File: config.mk
export PLATFORM = sky130hd
export DESIGN_NAME = eli_top
export DESIGN_NICKNAME = d
export VERILOG_FILES = /design/src/logic/eli_pkg.sv /design/src/logic/eli_lock_if.sv /design/src/logic/eli_sync.sv /design/src/logic/eli_launch_check.sv /design/src/logic/eli_top.sv
export VERILOG_INCLUDE_DIRS = /design/src /design/src/logic
export SDC_FILE = /design/constraint.sdc
export NUM_CORES = 1
export LEC_CHECK = 0
export ABC_CLOCK_PERIOD_IN_PS = 5730
export BUFFER_PORTS_ARGS = -buffer_cell sky130_fd_sc_hd__buf_4
export CELL_PAD_IN_SITES_DETAIL_PLACEMENT = 1
export CELL_PAD_IN_SITES_GLOBAL_PLACEMENT = 2
export CORE_MARGIN = 4
export CORE_UTILIZATION = 25
export DETAILED_ROUTE_END_ITERATION = 8
export PLACE_DENSITY = 0.8
export SYNTH_ARGS = -nofsm -noshare
export SYNTH_HDL_FRONTEND = slang
export SYNTH_HIERARCHICAL = 1
export SYNTH_SLANG_ARGS = --single-unit
File: constraint.sdc
create_clock -name core_clk_in -period 5.73 [get_ports core_clk_in]
set_clock_uncertainty 0.1 [all_clocks]
set_input_delay 0.573 -clock core_clk_in [delete_from_list [all_inputs] [get_ports core_clk_in]]
set_output_delay 0.573 -clock core_clk_in [all_outputs]
set_load 0.01 [all_outputs]
File: src/logic/eli_consts.svh
// Constants for the enclave and secure-launch interaction block
`ifndef ELI_CONSTS_SVH
`define ELI_CONSTS_SVH
`define ELI_STATUS_ADDR 12'h500
`define ELI_LOCK_BIT 0
`define ELI_THRESH_LSB 16
`define ELI_THRESH_MSB 23
`define ELI_STATUS_RESET 64'h0000_0000_0000_0000
`endif

File: src/logic/eli_pkg.sv
// Types shared by the enclave and secure-launch interaction block
package eli_pkg;
  typedef enum logic [2:0] {
    ELI_RUN = 3'b000,
    ELI_EXIT_ASYNC = 3'b001,
    ELI_WAIT_SIPI = 3'b010,
    ELI_PAUSE = 3'b011,
    ELI_RESUME = 3'b100
  } eli_resp_t;
  typedef logic [7:0] eli_ver_t;
endpackage : eli_pkg

File: src/logic/eli_lock_if.sv
// Interface carrying the lock state between the top and the launch checker
`timescale 1ns/10ps
interface eli_lock_if;
  logic lock;
  logic [7:0] thresh;
  modport owner (output lock, output thresh);
  modport user (input lock, input thresh);
endinterface : eli_lock_if

File: src/logic/eli_sync.sv
// Two-flop synchroniser for pin inputs
`timescale 1ns/10ps
module eli_sync (
  input wire logic clk_in,
  input wire logic rst_in,
  input wire logic d_in,
  output logic q_out
);
  logic s1_q;
  // First stage feeds only the second
  always_ff @(posedge clk_in or posedge rst_in) begin
    if (rst_in) begin
      s1_q <= 1'b0;
      q_out <= 1'b0;
    end else begin
      s1_q <= d_in;
      q_out <= s1_q;
    end
  end
endmodule : eli_sync

File: src/logic/eli_launch_check.sv
// Version check applied when a code module asks to launch
`timescale 1ns/10ps
module eli_launch_check
  import eli_pkg::*;
(
  eli_lock_if.user lk,
  input wire logic [7:0] mod_version_in,
  output logic block_out
);
  // Shut down only when locked and version below threshold
  always_comb begin
    block_out = lk.lock && (mod_version_in < lk.thresh);
  end
endmodule : eli_launch_check

File: src/logic/eli_top.sv
// Enclave interaction with the measured secure-launch instruction
`timescale 1ns/10ps
`include "eli_consts.svh"
module eli_top
  import eli_pkg::*;
(
  input wire logic core_clk_in,
  input wire logic rst_in,
  input wire logic in_enclave_in,
  input wire logic launch_instr_in,
  input wire logic launch_enter_evt_in,
  input wire logic launch_exit_evt_in,
  input wire logic launch_exit_done_in,
  input wire logic sipi_pin_in,
  input wire logic encl_instr_done_in,
  input wire logic encl_instr_fault_in,
  input wire logic encl_instr_err_in,
  input wire logic [7:0] fw_thresh_in,
  input wire logic safer_mode_cap_in,
  input wire logic mod_launch_req_in,
  input wire logic mod_signed_ok_in,
  input wire logic [7:0] mod_version_in,
  input wire logic msr_rd_in,
  input wire logic [11:0] msr_addr_in,
  output logic [63:0] msr_rdata_out,
  output logic msr_rd_ack_out,
  output logic invalid_opcode_fault_out,
  output logic launch_exec_out,
  output logic async_enclave_exit_out,
  output logic wait_sipi_out,
  output logic paused_out,
  output logic launch_shutdown_out,
  output logic launch_go_out,
  output logic enclave_keep_out
);
  // ----------------------------------------
  // Lock state
  // ----------------------------------------
  eli_lock_if lk_if ();
  logic lock_q, lock_d;
  eli_ver_t thresh_q, thresh_d;
  logic sipi_s;
  // Lock on first clean enclave instruction, then hold until reset
  always_comb begin
    lock_d = lock_q;
    thresh_d = thresh_q;
    if (!lock_q && encl_instr_done_in && !encl_instr_fault_in && !encl_instr_err_in) begin
      lock_d = 1'b1;
      thresh_d = fw_thresh_in;
    end
  end
  always_ff @(posedge core_clk_in or posedge rst_in) begin
    if (rst_in) begin
      lock_q <= 1'b0;
      thresh_q <= 8'h00;
    end else begin
      lock_q <= lock_d;
      thresh_q <= thresh_d;
    end
  end
  assign lk_if.lock = lock_q;
  assign lk_if.thresh = lock_q ? thresh_q : fw_thresh_in;

  // Startup interrupt arrives from a pin
  eli_sync u_sipi (
    .clk_in(core_clk_in),
    .rst_in(rst_in),
    .d_in(sipi_pin_in),
    .q_out(sipi_s)
  );

  // ----------------------------------------
  // Launch version check
  // ----------------------------------------
  logic blk;
  eli_launch_check u_chk (
    .lk(lk_if.user),
    .mod_version_in(mod_version_in),
    .block_out(blk)
  );
  logic shut_q, shut_d, go_q, go_d;
  // Launch outcome for a correctly signed module
  always_comb begin
    shut_d = 1'b0;
    go_d = 1'b0;
    if (mod_launch_req_in && mod_signed_ok_in) begin
      shut_d = blk;
      go_d = !blk;
    end
  end
  always_ff @(posedge core_clk_in or posedge rst_in) begin
    if (rst_in) begin
      shut_q <= 1'b0;
      go_q <= 1'b0;
    end else begin
      shut_q <= shut_d;
      go_q <= go_d;
    end
  end
  assign launch_shutdown_out = shut_q;
  assign launch_go_out = go_q;

  // ----------------------------------------
  // Instruction gating
  // ----------------------------------------
  logic ud_q, ud_d, ex_q, ex_d;
  // Fault instead of execute while inside an enclave
  always_comb begin
    ud_d = launch_instr_in && in_enclave_in;
    ex_d = launch_instr_in && !in_enclave_in;
  end
  always_ff @(posedge core_clk_in or posedge rst_in) begin
    if (rst_in) begin
      ud_q <= 1'b0;
      ex_q <= 1'b0;
    end else begin
      ud_q <= ud_d;
      ex_q <= ex_d;
    end
  end
  assign invalid_opcode_fault_out = ud_q;
  assign launch_exec_out = ex_q;

  // ----------------------------------------
  // Responder sequence
  // ----------------------------------------
  eli_resp_t st_q, st_d;
  always_comb begin
    st_d = st_q;
    case (st_q)
      ELI_RUN: begin
        if (launch_enter_evt_in && in_enclave_in) begin
          st_d = ELI_EXIT_ASYNC;
        end else if (launch_exit_evt_in && in_enclave_in) begin
          st_d = ELI_PAUSE;
        end
      end
      ELI_EXIT_ASYNC: st_d = ELI_WAIT_SIPI;
      ELI_WAIT_SIPI: begin
        if (sipi_s) begin
          st_d = ELI_RUN;
        end
      end
      ELI_PAUSE: begin
        if (launch_exit_done_in) begin
          st_d = ELI_RESUME;
        end
      end
      ELI_RESUME: st_d = ELI_RUN;
      default: st_d = ELI_RUN;
    endcase
  end
  always_ff @(posedge core_clk_in or posedge rst_in) begin
    if (rst_in) begin
      st_q <= ELI_RUN;
    end else begin
      st_q <= st_d;
    end
  end

  // ----------------------------------------
  // Responder outputs
  // ----------------------------------------
  logic async_q, async_d, wait_q, wait_d, pause_q, pause_d, keep_q, keep_d;
  // Decode the next state so the async, wait and pause outputs each leave a flop
  always_comb begin
    async_d = (st_d == ELI_EXIT_ASYNC);
    wait_d = (st_d == ELI_WAIT_SIPI);
    pause_d = (st_d == ELI_PAUSE);
    keep_d = 1'b1;
  end
  // Launch logic never writes enclave configuration, so keep stays high
  always_ff @(posedge core_clk_in or posedge rst_in) begin
    if (rst_in) begin
      async_q <= 1'b0;
      wait_q <= 1'b0;
      pause_q <= 1'b0;
      keep_q <= 1'b1;
    end else begin
      async_q <= async_d;
      wait_q <= wait_d;
      pause_q <= pause_d;
      keep_q <= keep_d;
    end
  end
  assign async_enclave_exit_out = async_q;
  assign wait_sipi_out = wait_q;
  assign paused_out = pause_q;
  assign enclave_keep_out = keep_q;

  // ----------------------------------------
  // Status register read port
  // ----------------------------------------
  logic [63:0] rd_q, rd_d;
  logic ack_q, ack_d;
  always_comb begin
    rd_d = `ELI_STATUS_RESET;
    ack_d = msr_rd_in;
    if (msr_rd_in && msr_addr_in == `ELI_STATUS_ADDR) begin
      rd_d[`ELI_LOCK_BIT] = lock_q;
      if (safer_mode_cap_in) begin
        rd_d[`ELI_THRESH_MSB:`ELI_THRESH_LSB] = lk_if.thresh;
      end
    end
  end
  always_ff @(posedge core_clk_in or posedge rst_in) begin
    if (rst_in) begin
      rd_q <= `ELI_STATUS_RESET;
      ack_q <= 1'b0;
    end else begin
      rd_q <= rd_d;
      ack_q <= ack_d;
    end
  end
  assign msr_rdata_out = rd_q;
  assign msr_rd_ack_out = ack_q;
endmodule : eli_top

==> impl_results.md, run 1 <==
- Status: finished, final reports clean
- Die width: 93.5 um
- Netlist cell types: 29
- DIE AREA: between 8000 and 9000 um^2
- Post-Syn Instances: 173
- CTS tree: yes
- I/O Pins: roughly 120
- Final wirelength: between 4000 and 5000 um
- XOR/XNOR Fraction of Synth Area: 0
- Register area share after synthesis: 0.424
- Core ar.: 6940 um^2
- Final Hold Viols: 0
- Layout Nets: ~290
- Post-synth EDFFs: 0
- Final setup viols: 0
- GR Overflow Total: 0
- CP Max Fanout: 12
- Num CTS Buffers: 5
- Asr flop ratio synth: 1.00
- Chip height: approximately 94 um
- Remaining DRCs: 0
- Drt pass-1 iters: 4
- CTS sink count: 31
- IO Port Bufs: 59
- P_leak: approximately 1.2 nW
- Root buffer cell: clkbuf_8
- Min Clock Period, post-route: 2.22 ns
- Largest net degree at the start of global routing: 18
- Reg2reg end: launch_shutdown_out
- Post-synthesis compound-gate area fraction: 0.0321
- Fill count: approximately 840
- Post-CTS Resized: 0
- Pre-CTS worst setup slack: 3.47 ns
- Final antenna-violating net count: 0
- Starting Density: 0.263
- Antenna violations before repair: 0
- Area Growth Syn to Fin: 23.5%
- GP Congestion: 0.731
- Worst R2R Start: lk_if.lock
- Maxcap violations: 0
- Mapped cell area: 1830 um^2
- Yosys reg bits: 31
- Startpoint Class: flip-flop
- Max IR drop VDD: 0.0000872 V
- Setup TNS: 0 ns
- Tightest Hold Check Type: input pin to asynchronous set/reset pin
- Post-Synth Simple-Gate Area: 0.130
- Setup Buffers After CTS: 0
- Worst path required time: 5.85 ns
- Layout cell share with drive strength beyond 1: 0.366
- Worst R2R Path Depth: 7
- GRT Util Overall: 0.0929
- Critical path endpoint category: flip-flop
- Main synth FF type: dfrtp_1
- DP HPWL: ~3500 um
- DR vias: roughly 1,200
- Post-Synth Adder-Cell Area: 0.0479
- Row cnt: 30
- DRT iter0 DRCs: 18
- Worst reg2reg setup slack: about 3.5 ns
- Critical path arrival: 2.34 ns
- Tightest Pin Transition: 0.644 ns
- Final max-slew violation count: 0
- Clock-pin slew on the worst setup and hold paths: 0.06 ns
- Cts hold-fix bufs: 0
- Post-synthesis mux area share: 0.105
- H-tree depth: 2
- Fmax: between 400 and 500 MHz
- Syn avg cell area: 10.6 um^2
- Vias per inst: 3.65
- Period utilisation layout: 0.388
- Clk_lat worst skew: approximately 0.28 ns
- Setup ws final: 3.51 ns
- Number of global-route vias before repair: between 1,000 and 1,500
- RSZ-0062 raised after global routing: no
- Yosys warns: 6
- First-pass GRT wire length: about 6300 um
- Diodes inserted: 0
- Power per cell area: 313 nW/um^2
- Clock tree buffer depth: 2
- Largest family of logic cells by synthesized area: buffers and inverters
- Drt wl/cell: ~12 um
- Worst rel slew slack: 0.569
- Setup CP Type: flip-flop to flip-flop
-- per-layer routing --
metal / vias up / part of all wire / wire length (um) / global-route usage
met5: - / 0 / 0 / 0
met3: 5 / 0.093 / 389 / 0.0330
met2: 65 / 0.50 / 2100 / 0.158
met4: 0 / 0.0089 / 37 / 0.0253
li1: 582 / - / - / -
met1: 567 / 0.39 / 1640 / 0.110
-- area by class of cell --
class                           count  area [um^2]  share of cell area
Inverter                           12         45.0              0.0199
Clock buffer                        7         76.3              0.0338
Timing Repair Buffer               60          450               0.199
Multi-Input combinational cell    127          786               0.348
Tap cell                           96          120              0.0532
Clock inverter                      1         5.00             0.00222
Sequential cell                    31          776               0.343
-- cell usage after synthesis, types with 2 or more instances --
cell	count	area, um^2
dfrtp_1	31	776
mux2_2	17	191
inv_1	11	41.3
conb_1	2	7.51
nor2_1	11	41.3
buf_4	56	420
nand2_1	3	11.3
nand3b_1	2	15.0
ha_1	7	87.6
o21ai_0	2	10.0
nand4_1	2	12.5
nor2b_1	11	68.8
nor4_1	2	12.5
-- how the worst max path moves through the flow --
stage | slack [ns] | start | endpoint
floorplan | 3.76 | lk_if.lock | launch_shutdown_out
global placement | 3.58 | lk_if.lock | launch_shutdown_out
detailed placement | 3.47 | lk_if.lock | launch_shutdown_out
CTS | 3.46 | lk_if.lock | launch_shutdown_out
global route | 3.38 | lk_if.lock | launch_shutdown_out
finish | 3.51 | lk_if.lock | launch_shutdown_out
-- cells by family after synthesis --
kind of cell | Yosys count
buffers and inverters | 69
AO/OA/AOI/OAI | 8
AND/OR/NAND/NOR | 39
other | 2
adder cells (fa/ha/maj) | 7
flip-flops | 31
multiplexers | 17
-- worst max-delay path: stages (launching register included) --
cell,delay (ns)
dfrtp_1,0.67
mux2_2,0.40
inv_1,0.06
ha_1,0.24
a211oi_2,0.23
o21ai_1,0.10
a21oi_1,0.20
and3_1,0.17
-- per-stage QoR --
step	area, um^2	util	hold WS (ns)	power, mW	instances
5_1_grt	2260	0.325	0.0379	0.772	334
2_1_floorplan	2030	-	0.214	0.499	227
4_1_cts	2260	0.325	0.0402	0.722	334
3_3_place_gp	2180	0.314	0.241	0.541	326
3_5_place_dp	2180	0.314	0.249	0.555	326
6_report	2260	0.325	0.0489	0.708	334
-- sequential cells by signal, summed over array words and instances (netlist names) --
name	flops
msr_rdata_out	9
thresh_q	8
st_q	3
async_enclave_exit_out	1
invalid_opcode_fault_out	1
launch_exec_out	1
launch_go_out	1
launch_shutdown_out	1
lk_if.lock	1
msr_rd_ack_out	1
paused_out	1
u_sipi/q_out	1
u_sipi/s1_q	1
wait_sipi_out	1
-- layout by cell type (no fill, tap or decap), types with 2 or more instances in the layout --
cell	count
buf_4	60
clkbuf_1	2
clkbuf_8	5
conb_1	56
dfrtp_1	31
ha_1	7
inv_1	11
mux2_2	17
nand2_1	3
nand3b_1	2
nand4_1	2
nor2_1	11
nor2b_1	11
nor4_1	2
o21ai_0	2
-- power by group --
part / internal, mW / leakage (nW) / switching [mW]
clock network: 0.0850 / 0.0422 / 0.0755
registers: 0.268 / 0.398 / 0.0314
logic: 0.134 / 0.751 / 0.114
Note: power is estimated with default switching activity, not from simulation.
==> run 2: changes to the inputs <==
--- a/config.mk
+++ b/config.mk
@@ -6,14 +6,15 @@
 export SDC_FILE = /design/constraint.sdc
 export NUM_CORES = 1
 export LEC_CHECK = 0
-export ABC_CLOCK_PERIOD_IN_PS = 5730
+export ABC_AREA = 1
+export ABC_CLOCK_PERIOD_IN_PS = 2200
 export BUFFER_PORTS_ARGS = -buffer_cell sky130_fd_sc_hd__buf_4
 export CELL_PAD_IN_SITES_DETAIL_PLACEMENT = 1
 export CELL_PAD_IN_SITES_GLOBAL_PLACEMENT = 2
 export CORE_MARGIN = 4
-export CORE_UTILIZATION = 25
+export CORE_UTILIZATION = 22
 export DETAILED_ROUTE_END_ITERATION = 8
-export PLACE_DENSITY = 0.8
+export PLACE_DENSITY = 0.75
 export SYNTH_ARGS = -nofsm -noshare
 export SYNTH_HDL_FRONTEND = slang
 export SYNTH_HIERARCHICAL = 1
==> constraint.sdc (replaced) <==
create_clock -name core_clk_in -period 2.2 [get_ports core_clk_in]
set_clock_uncertainty 0.1 [all_clocks]
set_input_delay 0.22 -clock core_clk_in [delete_from_list [all_inputs] [get_ports core_clk_in]]
set_output_delay 0.22 -clock core_clk_in [all_outputs]
set_load 0.01 [all_outputs]
==> run 2 against run 1 <==
  * Via count up 17%
  * Combinational power up 29%
  * Clock power rose to 3.1 times the previous value
  * Register-to-register slack worse by 3.3 ns
  * Sequential share of layout area down 1.7 points
  * Worst hold slack worse by 0.029 ns
  * Critical path depth up 4
  * Final cell count up 22%
  * Cell area up 5.2%
  * Routed wire length up 4.9%
  * Sequential power up 110%
  * Critical endpoint unchanged
==> impl_results.md, run 2 <==
- Register area share after synthesis: 0.410 (-0.0138)
- Diodes inserted: 0 (unchanged)
- RSZ-0062 raised after global routing: no
- Post-synth EDFFs: 0 (unchanged)
- Critical path arrival: 2.07 ns (-0.27 ns)
- Placed insts: 396 (+21%)
- I/O Pins: 116 (unchanged)
- Combinational share of power: 0.220 (-0.130)
- Buf/Inv on CP: 4 (+3)
- Critical path endpoint category: flip-flop
- Commonest non-fill, non-tap cell in the layout: buf_4
- Post-synthesis compound-gate area fraction: 0.0662 (+0.0340)
- Die width: 101 um (+7.7%)
- Core ar.: 8300 um^2 (+20%)
- Fmax: 511 MHz (+14%)
- Setup CP Type: flip-flop to flip-flop
- DP HPWL: 3710 um (+5.5%)
- Worst path depth: 11 (+4)
- Starting Density: 0.228 (-0.0356)
- Post-Synth Simple-Gate Area: 0.169 (+0.0388)
- DIE AREA: 10,100 um^2 (+16%)
- Layout cell share with drive strength beyond 1: 0.232 (-0.134)
- Min Clock Period, post-route: 1.96 ns (-0.268 ns)
- Yosys reg bits: 31 (unchanged)
- First-pass GRT wire length: 6780 um (+7.8%)
- DP Area: 2250 um^2 (+3.2%)
- Worst path required time: 2.31 ns (-3.54 ns)
- Fill count: 1,025 (+22%)
- IO Port Bufs: 59 (unchanged)
- Top cell type's share of synthesized area: 0.410 (-0.0138)
- Antenna violations before repair: 0 (unchanged)
- Final Hold Viols: 0 (unchanged)
- Vias per inst: 3.51 (-3.9%)
- Psw: 418 uW (+89%)
- Status: finished, final reports clean
- Drt pass-1 iters: 3 (-1)
- Largest net degree at the start of global routing: 30 (+12)
- Hold-critical path depth: 2
- Design area: 2380 um^2 (+5.2%)
- Clock-pin slew on the worst setup and hold paths: 0.06 ns (about the same)
- Post-synthesis mux area share: 0 (-0.105)
- Total power: 1.45 mW (+110%)
- P_leak: 1.36 nW (+15%)
- CP cell instances: inv_2 > or2_0 > o21ai_0 > inv_1 > inv_1 > ha_1 > a21oi_1 > o21ai_0 > a21oi_1 > inv_1 > nor2_1
- Layout Nets: 351 (+22%)
- Pre-CTS worst setup slack: 0.225 ns (-3.24 ns)
- Syn avg cell area: 8.08 um^2 (-24%)
- Clock tree buffer depth: 2 (unchanged)
- Worst R2R Path Depth: 11 (+4)
- Clk network pwr share: 0.340 (+0.113)
- Cts hold-fix bufs: 3 (+3)
- FF+latch area: 776 um^2 (unchanged)
- Post-Syn Instances: 234 (+35%)
- CP dominant cell by count: inv_1
- Yosys warns: 6 (unchanged)
- Crit path max-delay family: compound AO/OA/AOI/OAI gates
- Fin cells: 407 (+22%)
- CTS tree: yes
- Maxcap violations: 0 (unchanged)
- Sw Share: 0.288 (-0.0241)
- Largest cells by area after synthesis: dfrtp_1 (41%), buf_4 (22%), inv_1 (7.1%)
- Area of the multi-input gates: 742 um^2 (-5.6%)
- Remaining DRCs: 0 (unchanged)
- Commonest non-fill, non-tap cells in the layout: buf_4 (61), conb_1 (56), inv_1 (36), nand2_1 (32), dfrtp_1 (31)
- Root buffer cell: clkbuf_8
- GRT Util Overall: 0.0855 (-0.00742)
- Final setup viols: 0 (unchanged)
- Chip height: 101 um (+7.7%)
- DRT iter0 DRCs: 34 (+16)
- Number of global-route vias before repair: 1,458 (+11%)
- Final wirelength: 4370 um (+4.9%)
- Startpoint Class: flip-flop
- Power per cell area: 611 nW/um^2 (+95%)
- Netlist cell types: 17 (-41%)
- Top-count cell post-synth: buf_4
- GR Overflow Total: 0 (unchanged)
- Clk_lat worst skew: 0.28 ns (about the same)
- Area Growth Syn to Fin: 25.7%
- Max reg flops: 9 (unchanged)
- Period utilisation layout: 0.889 (+0.501)
- Internal Power: 1.03 mW (+110%)
- Sequential power share: 0.440 (+0.017)
- GP Congestion: 0.786 (+7.6%)
- Slowest stage cell on the critical path: dfrtp_1
- Setup ws final: 0.244 ns (-3.26 ns)
- Row cnt: 33 (+10%)
- Setup TNS: 0 ns (unchanged)
- Main synth FF type: dfrtp_1
- H-tree depth: 2 (unchanged)
- Drt wl/cell: 10.7 um (-14%)
- Max IR drop VDD: 0.000217 V (+150%)
- Post-CTS Resized: 0 (unchanged)
- DR vias: 1,427 (+17%)
- Largest family of logic cells by synthesized area: buffers and inverters
- XOR/XNOR Fraction of Synth Area: 0 (unchanged)
- Final antenna-violating net count: 0 (unchanged)
- CP Max Fanout: 11 (-1)
- CTS sink count: 31 (unchanged)
- Post-Synth Adder-Cell Area: 0.0463 (-0.00155)
- CP peak stage delay: 0.43 ns (-0.24 ns)
- Asr flop ratio synth: 1.00 (unchanged)
- Mapped cell area: 1890 um^2 (+3.4%)
- Tightest Hold Check Type: input pin to flip-flop
- Setup Buffers After CTS: 0 (unchanged)
- Num CTS Buffers: 5 (unchanged)
- Final max-slew violation count: 0 (unchanged)
- Post-synth top cells: buf_4 (56), inv_1 (36), nand2_1 (32)
- Cell taking the most area after synthesis: dfrtp_1
-- run 2: cell types whose count changed after synthesis, sizes merged, moves of 4 or more --
cell and change:
a21oi +5, inv +25, mux2 -17, nand2 +29
nand3 +4, nor2 +15, nor2b -11, o21ai +16
or2 +8
-- run 2: power groups by stage --
stage               Clock, mW  Sequential [mW]  Combinational (mW)
finish                  0.493            0.639               0.319
global route            0.546            0.645               0.360
CTS                     0.514            0.640               0.322
detailed placement          0            0.650               0.317
global placement            0            0.650               0.311
floorplan                   0            0.659               0.239
-- run 2: worst paths after layout --
| kind | slack, ns | start | endpoint |
|---|---|---|---|
| worst max-delay path | 0.24 | lk_if.lock | launch_shutdown_out |
| worst min register to register | 0.25 | u_sipi/s1_q | u_sipi/q_out |
| max in group asynchronous | 1.23 | rst_in | msr_rdata_out[18] |
| worst min-delay path | 0.02 | in_enclave_in | launch_exec_out |
| min in group asynchronous | 0.26 | rst_in | u_sipi/s1_q |
| worst max register to register | 0.24 | lk_if.lock | launch_shutdown_out |
-- run 2: through the flow --
step,hold slack (ns),utilization
3_5_place_dp,-0.00431,0.271
4_1_cts,0.00924,0.286
5_1_grt,0.0249,0.286
6_report,0.0203,0.286
3_3_place_gp,-0.00721,0.271
2_1_floorplan,-0.139,-
-- run 2: kinds of logic after synthesis --
family | count (synthesis)
other cells | 2
simple gates | 74
compound gates | 25
fa+ha+maj | 7
buf+inv | 95
flops | 31
-- run 2: metal layers --
layer / global-route usage / wire (um)
met1: 0.0977 / 1670
met2: 0.144 / 2120
met3: 0.0360 / 522
met4: 0.0280 / 62
met5: 0 / 0
-- run 2: layout make-up --
| type | count | share of cell area |
|---|---|---|
| tap | 105 | 0.0553 |
| clock buffer | 8 | 0.0421 |
| multi-input combinational | 162 | 0.312 |
| inverter | 37 | 0.0585 |
| sequential | 31 | 0.326 |
| timing repair buffer | 64 | 0.205 |
-- run 2: worst reg2reg max path, delay by kind of cell, from the launching register on --
kind	cells	cell delay (ns)
AOI/OAI and AO/OA	4	0.54
adders and majority gates	1	0.23
and+or+nand+nor	2	0.30
buffers and inverters	4	0.30
DFF	1	0.43
==> run 3: changes to the inputs <==
--- a/config.mk
+++ b/config.mk
@@ -9,12 +9,14 @@
 export ABC_AREA = 1
 export ABC_CLOCK_PERIOD_IN_PS = 2200
 export BUFFER_PORTS_ARGS = -buffer_cell sky130_fd_sc_hd__buf_4
+export CAP_MARGIN = 25
 export CELL_PAD_IN_SITES_DETAIL_PLACEMENT = 1
 export CELL_PAD_IN_SITES_GLOBAL_PLACEMENT = 2
 export CORE_MARGIN = 4
 export CORE_UTILIZATION = 22
 export DETAILED_ROUTE_END_ITERATION = 8
 export PLACE_DENSITY = 0.75
+export RECOVER_POWER = 50
 export SYNTH_ARGS = -nofsm -noshare
 export SYNTH_HDL_FRONTEND = slang
 export SYNTH_HIERARCHICAL = 1
==> run 3 against run 2 <==
  * Critical path depth stayed put
  * Critical path type unchanged
  * Routed wire length is 0.46% lower
  * Worst hold slack better by 0.018 ns
  * Global-route usage is the same
  * Register-to-register slack is essentially flat
  * Maximum frequency hardly changed
  * Setup slack barely moved
==> impl_results.md, run 3 (synthesis results as in run 2) <==
- Max reg flops: 9 (unchanged)
- Clock tree buffer depth: 2 (unchanged)
- Worst path depth: 11 (unchanged)
- Sw Share: 0.287 (-0.000994)
- Power per cell area: 612 nW/um^2 (+0.16%)
- Post-CTS Resized: 0 (unchanged)
- Drt wl/cell: 10.7 um (-0.46%)
- Layout cell share with drive strength beyond 1: 0.222 (-0.00993)
- Hold WS: 0.0382 ns (+0.0180 ns)
- Largest net degree at the start of global routing: 30 (unchanged)
- Vias per inst: 3.51 (about the same)
- Met2 wire length: 2110 um (-0.24%)
- First-pass GRT wire length: 6780 um (unchanged)
- Commonest non-fill, non-tap cell in the layout: conb_1
- Diodes inserted: 0 (unchanged)
- Num CTS Buffers: 5 (unchanged)
- Highest routed layer: met4
- GR Overflow Total: 0 (unchanged)
- Starting Density: 0.228 (unchanged)
- I/O Pins: 116 (unchanged)
- Critical path endpoint category: flip-flop
- IO Port Bufs: 59 (unchanged)
- DIE AREA: 10,100 um^2 (unchanged)
- RSZ-0062 raised after global routing: no
- Die width: 101 um (unchanged)
- Max IR drop VDD: 0.000217 V (about the same)
- Final antenna-violating net count: 0 (unchanged)
- Worst path required time: 2.31 ns (about the same)
- Final setup viols: 0 (unchanged)
- P_leak: 1.35 nW (-0.93%)
- Internal Power: 1.03 mW (-0.29%)
- Critical Path Start: lk_if.lock
- Fmax: 511 MHz (about the same)
- H-tree depth: 2 (unchanged)
- CP endpoint: launch_shutdown_out
- Final core occ: 0.285 (-0.00166)
- CP dominant cell by count: inv_1
- CTS tree: yes
- Reg2reg end: launch_shutdown_out
- CP peak stage delay: 0.43 ns (about the same)
- Met3 wire length: 502 um (-3.8%)
- Layout Nets: 351 (unchanged)
- Worst rel slew slack: 0.509
- Clk_lat worst skew: 0.28 ns (about the same)
- Critical path arrival: 2.07 ns (about the same)
- Worst reg2reg setup slack: 0.24 ns (about the same)
- Maxcap violations: 0 (unchanged)
- GRT Util Overall: 0.0855 (unchanged)
- Setup TNS: 0 ns (unchanged)
- Cts hold-fix bufs: 3 (unchanged)
- Root buffer cell: clkbuf_8
- Period utilisation layout: 0.889 (about the same)
- Worst R2R Start: lk_if.lock
- Row cnt: 33 (unchanged)
- Crit path max-delay family: compound AO/OA/AOI/OAI gates
- Remaining DRCs: 0 (unchanged)
- Final max-slew violation count: 0 (unchanged)
- Commonest non-fill, non-tap cells in the layout: conb_1 (56), buf_4 (54), inv_1 (36), nand2_1 (32), dfrtp_1 (31)
- Core ar.: 8300 um^2 (unchanged)
- Status: finished, final reports clean
- Number of global-route vias before repair: 1,458 (unchanged)
- Setup CP Type: flip-flop to flip-flop
- CP Max Fanout: 11 (unchanged)
- GP Congestion: 0.786 (unchanged)
- Final Hold Viols: 0 (unchanged)
- Area of the multi-input gates: 742 um^2 (unchanged)
- Worst R2R Path Depth: 11 (unchanged)
- Antenna violations before repair: 0 (unchanged)
- Buf/Inv on CP: 4 (unchanged)
- Min Clock Period, post-route: 1.96 ns (-0.00000800 ns)
- DR vias: 1,428 (+0.070%)
- Tightest Pin Transition: 0.737 ns
- Final wirelength: 4350 um (-0.46%)
- Startpoint Class: flip-flop
- Slowest stage cell on the critical path: dfrtp_1
- Fill count: 1,026 (+0.098%)
- Setup Buffers After CTS: 0 (unchanged)
- Clk network pwr share: 0.339 (about the same)
- DP HPWL: 3710 um (unchanged)
- Tightest Hold Check Type: input pin to flip-flop
- FF+latch area: 776 um^2 (unchanged)
- Combinational share of power: 0.219 (about the same)
- Wire length on met1: 1670 um (+0.24%)
- Clock-pin slew on the worst setup and hold paths: 0.06 ns (about the same)
- Sequential power share: 0.442 (+0.002)
- CP cell instances: inv_2 > or2_0 > o21ai_0 > inv_1 > inv_1 > ha_1 > a21oi_1 > o21ai_0 > a21oi_1 > inv_1 > nor2_1
- CTS sink count: 31 (unchanged)
- DRT iter0 DRCs: 33 (-2.9%)
- Chip height: 101 um (unchanged)
- Psw: 415 uW (-0.77%)
- Area Growth Syn to Fin: 25.0%
- Drt pass-1 iters: 4 (+1)
run 3: cell count changes in the layout (fill, tap and decap cells not counted), sizes merged:
cell	delta
buf	-7
clkbuf	+7
run 3: power by group through the flow:
| stage | clock network, mW | logic, mW | registers, mW |
|---|---|---|---|
| finish | 0.490 | 0.316 | 0.639 |
| global route | 0.546 | 0.357 | 0.645 |
| CTS | 0.514 | 0.322 | 0.640 |
| detailed placement | 0 | 0.317 | 0.650 |
| global placement | 0 | 0.311 | 0.650 |
| floorplan | 0 | 0.239 | 0.659 |
run 3: worst min-delay path by stage:
stage / startpoint / end / depth (start not counted)
2_1_floorplan: rst_in / u_sipi/q_out / 1
4_1_cts: in_enclave_in / launch_exec_out / 2
3_3_place_gp: rst_in / u_sipi/q_out / 2
5_1_grt: launch_instr_in / launch_exec_out / 3
3_5_place_dp: rst_in / u_sipi/q_out / 2
6_report: launch_instr_in / launch_exec_out / 3
run 3: layer usage:
metal,global-route usage,vias to the layer above
li1,-,722
met1,0.0977,635
met2,0.144,66
met3,0.0360,5
met4,0.0280,0
met5,0,-
run 3: worst reg2reg max path, cell delays in order, from the launching register on:
cell and delay, ns:
dfrtp_1 0.43, inv_2 0.12, or2_0 0.21, o21ai_0 0.11, inv_1 0.06, inv_1 0.06, ha_1 0.23, a21oi_1 0.15
o21ai_0 0.10, a21oi_1 0.18, inv_1 0.06, nor2_1 0.09
run 3: layout make-up:
cell class | count | area share
inverters | 37 | 0.0588
well taps | 105 | 0.0556
repair buffers | 64 | 0.201
multi-input cells | 162 | 0.314
flip-flops and latches | 31 | 0.328
clock buffers | 8 | 0.0424
run 3: stage by stage:
stage / std cells / total power [mW] / setup slack [ns] / cell area (um^2)
floorplan: 288 / 0.898 / 0.343 / 2090
global route: 407 / 1.55 / 0.00609 / 2360
finish: 407 / 1.45 / 0.244 / 2360
global placement: 396 / 0.961 / 0.271 / 2250
CTS: 407 / 1.48 / 0.207 / 2380
detailed placement: 396 / 0.967 / 0.225 / 2250
